[src/sfm_pkg.sv]
package sfm_pkg;
  // super-frame geometry, in samples at half the internal sample rate
  localparam int SF_LEN = 1024;
  localparam int FRM_LEN = 256;
  localparam int FRAMES = 4;
  localparam int CNT_W = 10;
  localparam logic [CNT_W-1:0] SF_LAST = CNT_W'(SF_LEN - 1);
  localparam int FRM_IDX_W = 2;
  // transform supports and look-ahead
  localparam int SUP_W = 11;
  localparam int LA_W = 8;
  localparam logic [SUP_W-1:0] SUP_256 = 11'h100;
  localparam logic [SUP_W-1:0] SUP_512 = 11'h200;
  localparam logic [SUP_W-1:0] SUP_1024 = 11'h400;
  localparam logic [LA_W-1:0] LA_NONE = 8'h00;
  localparam logic [LA_W-1:0] LA_T256 = 8'h20;
  localparam logic [LA_W-1:0] LA_T512 = 8'h40;
  localparam logic [LA_W-1:0] LA_T1024 = 8'h80;
  // size of the legal quadruplet set
  localparam int LEGAL_QUADS = 26;
  localparam int QUAD_W = 8;
  localparam int BITS_W = 12;
  localparam logic [BITS_W-1:0] FRAME_BITS_DEF = 12'h100;
  localparam int REJ_W = 8;
  localparam int BUF_DEPTH = 2;

  typedef enum logic [1:0] {
    PREDICTIVE_FRAME_MODE = 2'h0,
    TRANSFORM_256_MODE = 2'h1,
    TRANSFORM_512_MODE = 2'h2,
    TRANSFORM_1024_MODE = 2'h3
  } sfm_mode_t;

  typedef struct packed {
    logic [FRM_IDX_W-1:0] index;
    sfm_mode_t mode;
    logic [SUP_W-1:0] support;
    logic [LA_W-1:0] lookahead;
    logic block_start;
    logic block_end;
    logic super_end;
    logic [BITS_W-1:0] bits;
  } sfm_frame_t;

  localparam int FRAME_W = $bits(sfm_frame_t);

  function automatic sfm_mode_t sfm_mode_of(logic [QUAD_W-1:0] quad,
                                            logic [FRM_IDX_W-1:0] k);
    return sfm_mode_t'(quad[2*k +: 2]);
  endfunction
endpackage

[src/sfm_stream_if.sv]
`timescale 1ns/1ps
interface sfm_stream_if #(parameter int W = 8) ();
  logic valid;
  logic ready;
  logic [W-1:0] data;
  modport src (output valid, output data, input ready);
  modport snk (input valid, input data, output ready);
endinterface

[src/sfm_framer.sv]
`timescale 1ns/1ps
module sfm_framer
  import sfm_pkg::*;
#(
  parameter logic [BITS_W-1:0] FRAME_BITS = FRAME_BITS_DEF,
  parameter int DEPTH = BUF_DEPTH
) (
  input wire logic clock,
  input wire logic sys_rst,
  input wire logic smp_valid,
  output logic smp_ready,
  output logic [FRM_IDX_W-1:0] cur_frame,
  output logic sf_pending,
  input wire logic req_valid,
  input wire logic [QUAD_W-1:0] req_quad,
  output logic req_ready,
  output logic reject,
  output logic [REJ_W-1:0] reject_count,
  output logic [QUAD_W-1:0] active_quad,
  output logic frm_valid,
  input wire logic frm_ready,
  output logic [FRM_IDX_W-1:0] frm_index,
  output logic [1:0] frm_mode,
  output logic [SUP_W-1:0] frm_support,
  output logic [LA_W-1:0] frm_lookahead,
  output logic frm_block_start,
  output logic frm_block_end,
  output logic frm_super_end,
  output logic [BITS_W-1:0] frm_bits
);
  typedef enum logic {
    ST_WAIT,
    ST_EMIT
  } sfm_state_t;

  function automatic logic [SUP_W-1:0] support_of(sfm_mode_t m);
    unique case (m)
      PREDICTIVE_FRAME_MODE: return SUP_256;
      TRANSFORM_256_MODE: return SUP_256;
      TRANSFORM_512_MODE: return SUP_512;
      TRANSFORM_1024_MODE: return SUP_1024;
    endcase
  endfunction

  // the predictive mode needs no transform overlap
  function automatic logic [LA_W-1:0] lookahead_of(sfm_mode_t m);
    unique case (m)
      PREDICTIVE_FRAME_MODE: return LA_NONE;
      TRANSFORM_256_MODE: return LA_T256;
      TRANSFORM_512_MODE: return LA_T512;
      TRANSFORM_1024_MODE: return LA_T1024;
    endcase
  endfunction

  sfm_stream_if #(.W(FRAME_W)) push_if ();

  logic quad_legal;
  logic buf_valid;
  logic [FRAME_W-1:0] buf_data;
  sfm_frame_t head;

  sfm_mode_check u_check (
    .quad(req_quad),
    .legal(quad_legal)
  );

  sfm_skid_buf #(.W(FRAME_W), .DEPTH(DEPTH)) u_buf (
    .clock(clock),
    .sys_rst(sys_rst),
    .in_if(push_if.snk),
    .out_valid(buf_valid),
    .out_data(buf_data),
    .out_ready(frm_ready)
  );

  // sample side
  logic [CNT_W-1:0] cnt_q;
  logic [CNT_W-1:0] cnt_d;
  logic pend_q;
  logic pend_d;
  logic smp_ready_q;
  logic smp_ready_d;
  // request side
  sfm_state_t state_q;
  sfm_state_t state_d;
  logic req_ready_q;
  logic req_ready_d;
  logic reject_q;
  logic reject_d;
  logic [REJ_W-1:0] rej_cnt_q;
  logic [REJ_W-1:0] rej_cnt_d;
  logic [QUAD_W-1:0] quad_q;
  logic [QUAD_W-1:0] quad_d;
  logic [FRM_IDX_W-1:0] k_q;
  logic [FRM_IDX_W-1:0] k_d;

  logic smp_take;
  logic sf_done;
  logic req_take;
  logic accept;
  logic emit_push;

  assign smp_take = smp_valid && smp_ready_q;
  assign sf_done = smp_take && (cnt_q == SF_LAST);
  assign req_take = req_valid && req_ready_q;
  assign accept = req_take && quad_legal;
  assign emit_push = push_if.valid && push_if.ready;

  // sample counting; a finished super-frame waits for its quadruplet
  always_comb begin
    cnt_d = cnt_q;
    pend_d = pend_q;
    if (smp_take) begin
      cnt_d = CNT_W'(cnt_q + 1'b1);
    end
    if (accept) begin
      pend_d = 1'b0;
    end
    // a completion in the same cycle as an accept is kept
    if (sf_done) begin
      pend_d = 1'b1;
    end
    // hold the last sample back rather than overrun an unserved super-frame
    smp_ready_d = !(pend_d && (cnt_d == SF_LAST));
  end

  always_ff @(posedge clock or posedge sys_rst) begin
    if (sys_rst) begin
      cnt_q <= '0;
      pend_q <= 1'b0;
      smp_ready_q <= 1'b1;
    end else begin
      cnt_q <= cnt_d;
      pend_q <= pend_d;
      smp_ready_q <= smp_ready_d;
    end
  end

  // quadruplet intake and per-frame emission
  always_comb begin
    state_d = state_q;
    quad_d = quad_q;
    k_d = k_q;
    reject_d = 1'b0;
    rej_cnt_d = rej_cnt_q;
    unique case (state_q)
      ST_WAIT: begin
        if (req_take) begin
          if (quad_legal) begin
            quad_d = req_quad;
            k_d = '0;
            state_d = ST_EMIT;
          end else begin
            reject_d = 1'b1;
            if (rej_cnt_q != '1) begin
              rej_cnt_d = REJ_W'(rej_cnt_q + 1'b1);
            end
          end
        end
      end
      ST_EMIT: begin
        // buffer back-pressure holds the frame index where it is
        if (emit_push) begin
          k_d = FRM_IDX_W'(k_q + 1'b1);
          if (k_q == FRM_IDX_W'(FRAMES - 1)) begin
            state_d = ST_WAIT;
          end
        end
      end
    endcase
    req_ready_d = (state_d == ST_WAIT) && pend_d;
  end

  always_ff @(posedge clock or posedge sys_rst) begin
    if (sys_rst) begin
      state_q <= ST_WAIT;
      quad_q <= '0;
      k_q <= '0;
      reject_q <= 1'b0;
      rej_cnt_q <= '0;
      req_ready_q <= 1'b0;
    end else begin
      state_q <= state_d;
      quad_q <= quad_d;
      k_q <= k_d;
      reject_q <= reject_d;
      rej_cnt_q <= rej_cnt_d;
      req_ready_q <= req_ready_d;
    end
  end

  // descriptor of the transmitted frame now being emitted
  always_comb begin
    sfm_frame_t f;
    sfm_mode_t m;
    f = '0;
    m = sfm_mode_of(quad_q, k_q);
    f.index = k_q;
    f.mode = m;
    f.support = support_of(m);
    f.lookahead = lookahead_of(m);
    f.bits = FRAME_BITS;
    f.super_end = (k_q == FRM_IDX_W'(FRAMES - 1));
    unique case (m)
      TRANSFORM_512_MODE: begin
        f.block_start = !k_q[0];
        f.block_end = k_q[0];
      end
      TRANSFORM_1024_MODE: begin
        f.block_start = (k_q == '0);
        f.block_end = f.super_end;
      end
      default: begin
        f.block_start = 1'b1;
        f.block_end = 1'b1;
      end
    endcase
    push_if.data = f;
    push_if.valid = (state_q == ST_EMIT);
  end

  assign head = sfm_frame_t'(buf_data);
  assign smp_ready = smp_ready_q;
  assign cur_frame = cnt_q[CNT_W-1 -: FRM_IDX_W];
  assign sf_pending = pend_q;
  assign req_ready = req_ready_q;
  assign reject = reject_q;
  assign reject_count = rej_cnt_q;
  assign active_quad = quad_q;
  assign frm_valid = buf_valid;
  assign frm_index = head.index;
  assign frm_mode = head.mode;
  assign frm_support = head.support;
  assign frm_lookahead = head.lookahead;
  assign frm_block_start = head.block_start;
  assign frm_block_end = head.block_end;
  assign frm_super_end = head.super_end;
  assign frm_bits = head.bits;
endmodule

[src/sfm_mode_check.sv]
`timescale 1ns/1ps
module sfm_mode_check
  import sfm_pkg::*;
(
  input wire logic [QUAD_W-1:0] quad,
  output logic legal
);
  // one half of the super-frame: two single frames, or one paired block
  function automatic logic half_ok(sfm_mode_t a, sfm_mode_t b);
    logic single_a;
    logic single_b;
    single_a = (a == PREDICTIVE_FRAME_MODE) || (a == TRANSFORM_256_MODE);
    single_b = (b == PREDICTIVE_FRAME_MODE) || (b == TRANSFORM_256_MODE);
    if (a == TRANSFORM_512_MODE) begin
      return b == TRANSFORM_512_MODE;
    end
    return single_a && single_b;
  endfunction

  always_comb begin
    logic full;
    full = 1'b1;
    for (int k = 0; k < FRAMES; k++) begin
      if (sfm_mode_of(quad, FRM_IDX_W'(k)) != TRANSFORM_1024_MODE) begin
        full = 1'b0;
      end
    end
    // 5 x 5 half combinations plus the all-1024 case give the legal set
    legal = full || (half_ok(sfm_mode_of(quad, 2'h0), sfm_mode_of(quad, 2'h1))
      && half_ok(sfm_mode_of(quad, 2'h2), sfm_mode_of(quad, 2'h3)));
  end
endmodule

[src/sfm_skid_buf.sv]
`timescale 1ns/1ps
module sfm_skid_buf
  import sfm_pkg::*;
#(
  parameter int W = 8,
  parameter int DEPTH = 2
) (
  input wire logic clock,
  input wire logic sys_rst,
  sfm_stream_if.snk in_if,
  output logic out_valid,
  output logic [W-1:0] out_data,
  input wire logic out_ready
);
  // head always sits in entry 0 so the outputs come straight from flops
  logic [DEPTH-1:0] vld_q;
  logic [DEPTH-1:0] vld_d;
  logic [W-1:0] mem_q [DEPTH];
  logic [W-1:0] mem_d [DEPTH];

  assign in_if.ready = !vld_q[DEPTH-1];
  assign out_valid = vld_q[0];
  assign out_data = mem_q[0];

  always_comb begin
    logic placed;
    placed = 1'b0;
    vld_d = vld_q;
    mem_d = mem_q;
    if (out_ready && vld_q[0]) begin
      for (int i = 0; i < DEPTH - 1; i++) begin
        vld_d[i] = vld_q[i + 1];
        mem_d[i] = mem_q[i + 1];
      end
      vld_d[DEPTH-1] = 1'b0;
    end
    if (in_if.valid && in_if.ready) begin
      for (int i = 0; i < DEPTH; i++) begin
        if (!placed && !vld_d[i]) begin
          vld_d[i] = 1'b1;
          mem_d[i] = in_if.data;
          placed = 1'b1;
        end
      end
    end
  end

  always_ff @(posedge clock or posedge sys_rst) begin
    if (sys_rst) begin
      vld_q <= '0;
      for (int i = 0; i < DEPTH; i++) begin
        mem_q[i] <= '0;
      end
    end else begin
      vld_q <= vld_d;
      mem_q <= mem_d;
    end
  end
endmodule

[config.mk]
export PLATFORM = sky130hd
export DESIGN_NAME = sfm_framer
export DESIGN_NICKNAME = d
export VERILOG_FILES = /design/src/sfm_pkg.sv /design/src/sfm_stream_if.sv /design/src/sfm_framer.sv /design/src/sfm_mode_check.sv /design/src/sfm_skid_buf.sv
export SDC_FILE = /design/constraint.sdc
export NUM_CORES = 1
export LEC_CHECK = 0
export BUFFER_PORTS_ARGS = -buffer_cell sky130_fd_sc_hd__buf_4
export CAP_MARGIN = 20
export CORE_ASPECT_RATIO = 1.25
export CORE_UTILIZATION = 55
export CTS_CLUSTER_DIAMETER = 120
export DETAILED_ROUTE_END_ITERATION = 8
export PLACE_DENSITY = 0.79
export SETUP_SLACK_MARGIN = 0.3
export SYNTH_ARGS = -nofsm -noshare
export SYNTH_HDL_FRONTEND = slang
export SYNTH_SLANG_ARGS = --single-unit
[constraint.sdc]
create_clock -name clock -period 2.9 [get_ports clock]
set_clock_uncertainty 0.05 [all_clocks]
set_input_delay 0.435 -clock clock [delete_from_list [all_inputs] [get_ports clock]]
set_output_delay 0.435 -clock clock [all_outputs]
set_load 0.02 [all_outputs]
==> reports/metrics.yaml <==
outcome: "finished clean"
start_util_pct: 58.3
avgSynthCellArea_sq_um: 10.8
cts_resized: 0
synth.area.mux_share_pct: 6.48
fin_area_sq_um: 4520
cts_tree: "yes"
timing.rr.start: "u_buf.vld_q[1]"
synth_seq_cells: 85
critPathMaxFanout: 34
syn-num-nets: 379
synth_most_common_cell: "dfrtp_1"
portBuffers: 73
yosys.area_share.simple_pct: 18.5
crit_arrival_ns: 2.32
cts.htree.levels: 3
synth_top_cell_by_area: "dfrtp_1"
maxCapViolations: 0
clkLatencyLatePin_ns: 0.34
p_per_area_nw_per_um2: 536
path_class: "reg2reg"
vias: 2732
ys.warnings.count: 0
numCtsBuffers: 9
gp_congestion: 0.855
synth_fa_ha_area_share_pct: 1.28
die_h_microns: 96.1
synth_cells: 362
startpoint: "u_buf.vld_q[1]"
clock_sink_count: 85
highest_layer: "met4"
fin_tns_setup_ns: 0
period_share_pct: 72.1
synth_top_area_share_pct: 53.9
cp-end-kind: "register"
setup_viol: 0
ys_types: 49
synthTopCellsByCount: "84 x dfrtp_1, 51 x nand2_1, 37 x buf_4"
fmax_ghz: 0.478
fp.coreArea_sq_um: 6690
drt_iter0_drc: 238
grt_pass1_wl_microns: 12900
area_growth_syn_to_layout_pct: 15.9
wl_met1_microns: 3290
finalPower_w: 0.00242
path_clk_slew_ns: 0.09
crit_required_ns: 3.12
routedWlPerCell_microns: 15.5
synth_top_family_by_area: "simple AND/OR/NAND/NOR gates"
nets: 420
finalHoldViolations: 0
yosysSeqAreaShare_pct: 54.6
leakage_nw: 2.45
crit_slowest_cell: "nand2_1"
placed_area_sq_um: 4280
wl_met2_microns: 3910
met3_length_microns: 360
dp_hpwl_microns: 5430
clockBufferDepth: 2
drive_gt1_share_pct: 28.4
antenna_found_initial: 0
cts_root_buf: "clkbuf_8"
num_rows: 33
firstDrtPassIters: 4
synth_edf_count: 0
synth_xor_area_share_pct: 2.70
syn_area_sq_um: 3900
die_w_microns: 77.3
first_global_vias: 2621
synth_compound_area_share_pct: 7.70
finalWirelength_microns: 7690
vdd_drop_max_mv: 0.367
tightest_slew_ns: 0.891
globalRouteOverflowTotal: 0
drt-vias-per-instance: 5.52
crit_chain: "nor2b_1, nand2_1, or3_1, o21ai_0"
ctsHoldBuffers: 1
cpPeakStageDelay_ns: 0.61
synthFlopType: "dfrtp_1"
hold_class: "in2reg"
grtUsageTotal_pct: 22.3
postCtsSetupBuffers: 0
async_flop_share_pct: 100
fin_util_pct: 67.5
grt_max_degree: 73
startpoint_type: "register"
synthTopCellsByArea: "dfrtp_1 54%, buf_4 7.1%, nand2_1 4.9%"
finalCriticalPeriod_ns: 2.09
drv_slew: 0
grt_setup_unrepaired: "false"
timing.hold.worst.start: "req_quad[6]"
ant_nets: 0
pin_count: 74
dieArea_sq_um: 7430
worst_slew_margin_rel_pct: 40.5
remaining_drc_errors: 0
n_antenna_cell: 0
-- final timing paths --
path | to | slack, ns | cells after the start
max | u_buf.out_data[20] | 0.81 | 4
min | active_quad[6] | 0.29 | 2
max reg2reg | u_buf.out_data[20] | 0.81 | 4
min reg2reg | u_buf.mem_q[8] | 0.43 | 1
max in group asynchronous | active_quad[0] | 1.60 | 4
min in group asynchronous | cnt_q[0] | 0.56 | 3
-- sequential cells by signal (all words and copies together), names as in the netlist --
name	flops
active_quad	8
cnt_q	10
k_q	2
push_if.valid	1
reject	1
reject_count	8
req_ready	1
sf_pending	1
smp_ready	1
u_buf.mem_q	12
u_buf.out_data	38
u_buf.vld_q	2
-- layout make-up --
class / instances / area [sq um]
inverter: 5 / 22.5
fill: 531 / 2170
tap: 87 / 109
clock inverter: 7 / 105
clock buffer: 9 / 124
multi-input combinational: 224 / 1430
sequential: 85 / 2130
timing repair buffer: 78 / 601
-- power breakdown --
part	internal, W	leakage (nW)	total, W	switching [W]
Sequential	0.00123	1.16	0.00129	0.0000588
Clock	0.000499	0.112	0.000955	0.000456
Combinational	0.0000759	1.19	0.000182	0.000106
-- stage by stage --
stage | setup WS (ns) | cells | hold slack (ns)
finish | 0.808 | 495 | 0.287
global route | 0.620 | 495 | 0.272
CTS | 0.772 | 495 | 0.273
detailed placement | 0.790 | 478 | 0.383
global placement | 0.820 | 478 | 0.373
floorplan | 0.993 | 362 | 0.385
-- worst max-delay path, delay by kind of cell (launching register included) --
kind	cells	cell delay (ns)
AND/OR/NAND/NOR	3	1.48
flip-flops	1	0.42
AO/OA/AOI/OAI	1	0.07
-- cells in the final DEF, fill, tap and decap left out, types with 2 or more instances in the layout --
cell type	n
a31oi_1	2
o31ai_1	2
ha_1	4
dfrtp_1	84
nand4_1	7
buf_4	76
nor2b_1	3
clkbuf_8	9
nand2_1	51
nand2b_1	5
or3_1	4
bufinv_16	2
nor4_1	2
a21o_1	2
clkinvlp_4	2
mux2i_1	8
and2_1	2
inv_1	4
inv_6	2
o21ai_0	19
mux2_2	12
and3_1	28
nand3b_1	2
xnor2_1	6
nand3_1	13
a21oi_1	14
xor2_1	6
nor2_1	10
-- metal layers --
layer / track usage (%) / vias up
met5: 0 / -
met4: 7.70 / 0
met3: 4.64 / 14
met2: 37.3 / 93
met1: 29.1 / 1313
li1: - / 1312
-- cell families after synthesis --
family	count (synthesis)
mux	22
flops	85
compound gates	49
simple gates	137
fa+ha+maj	4
xor+xnor	12
buf+inv	53
Power figures use the tool's default switching activity.
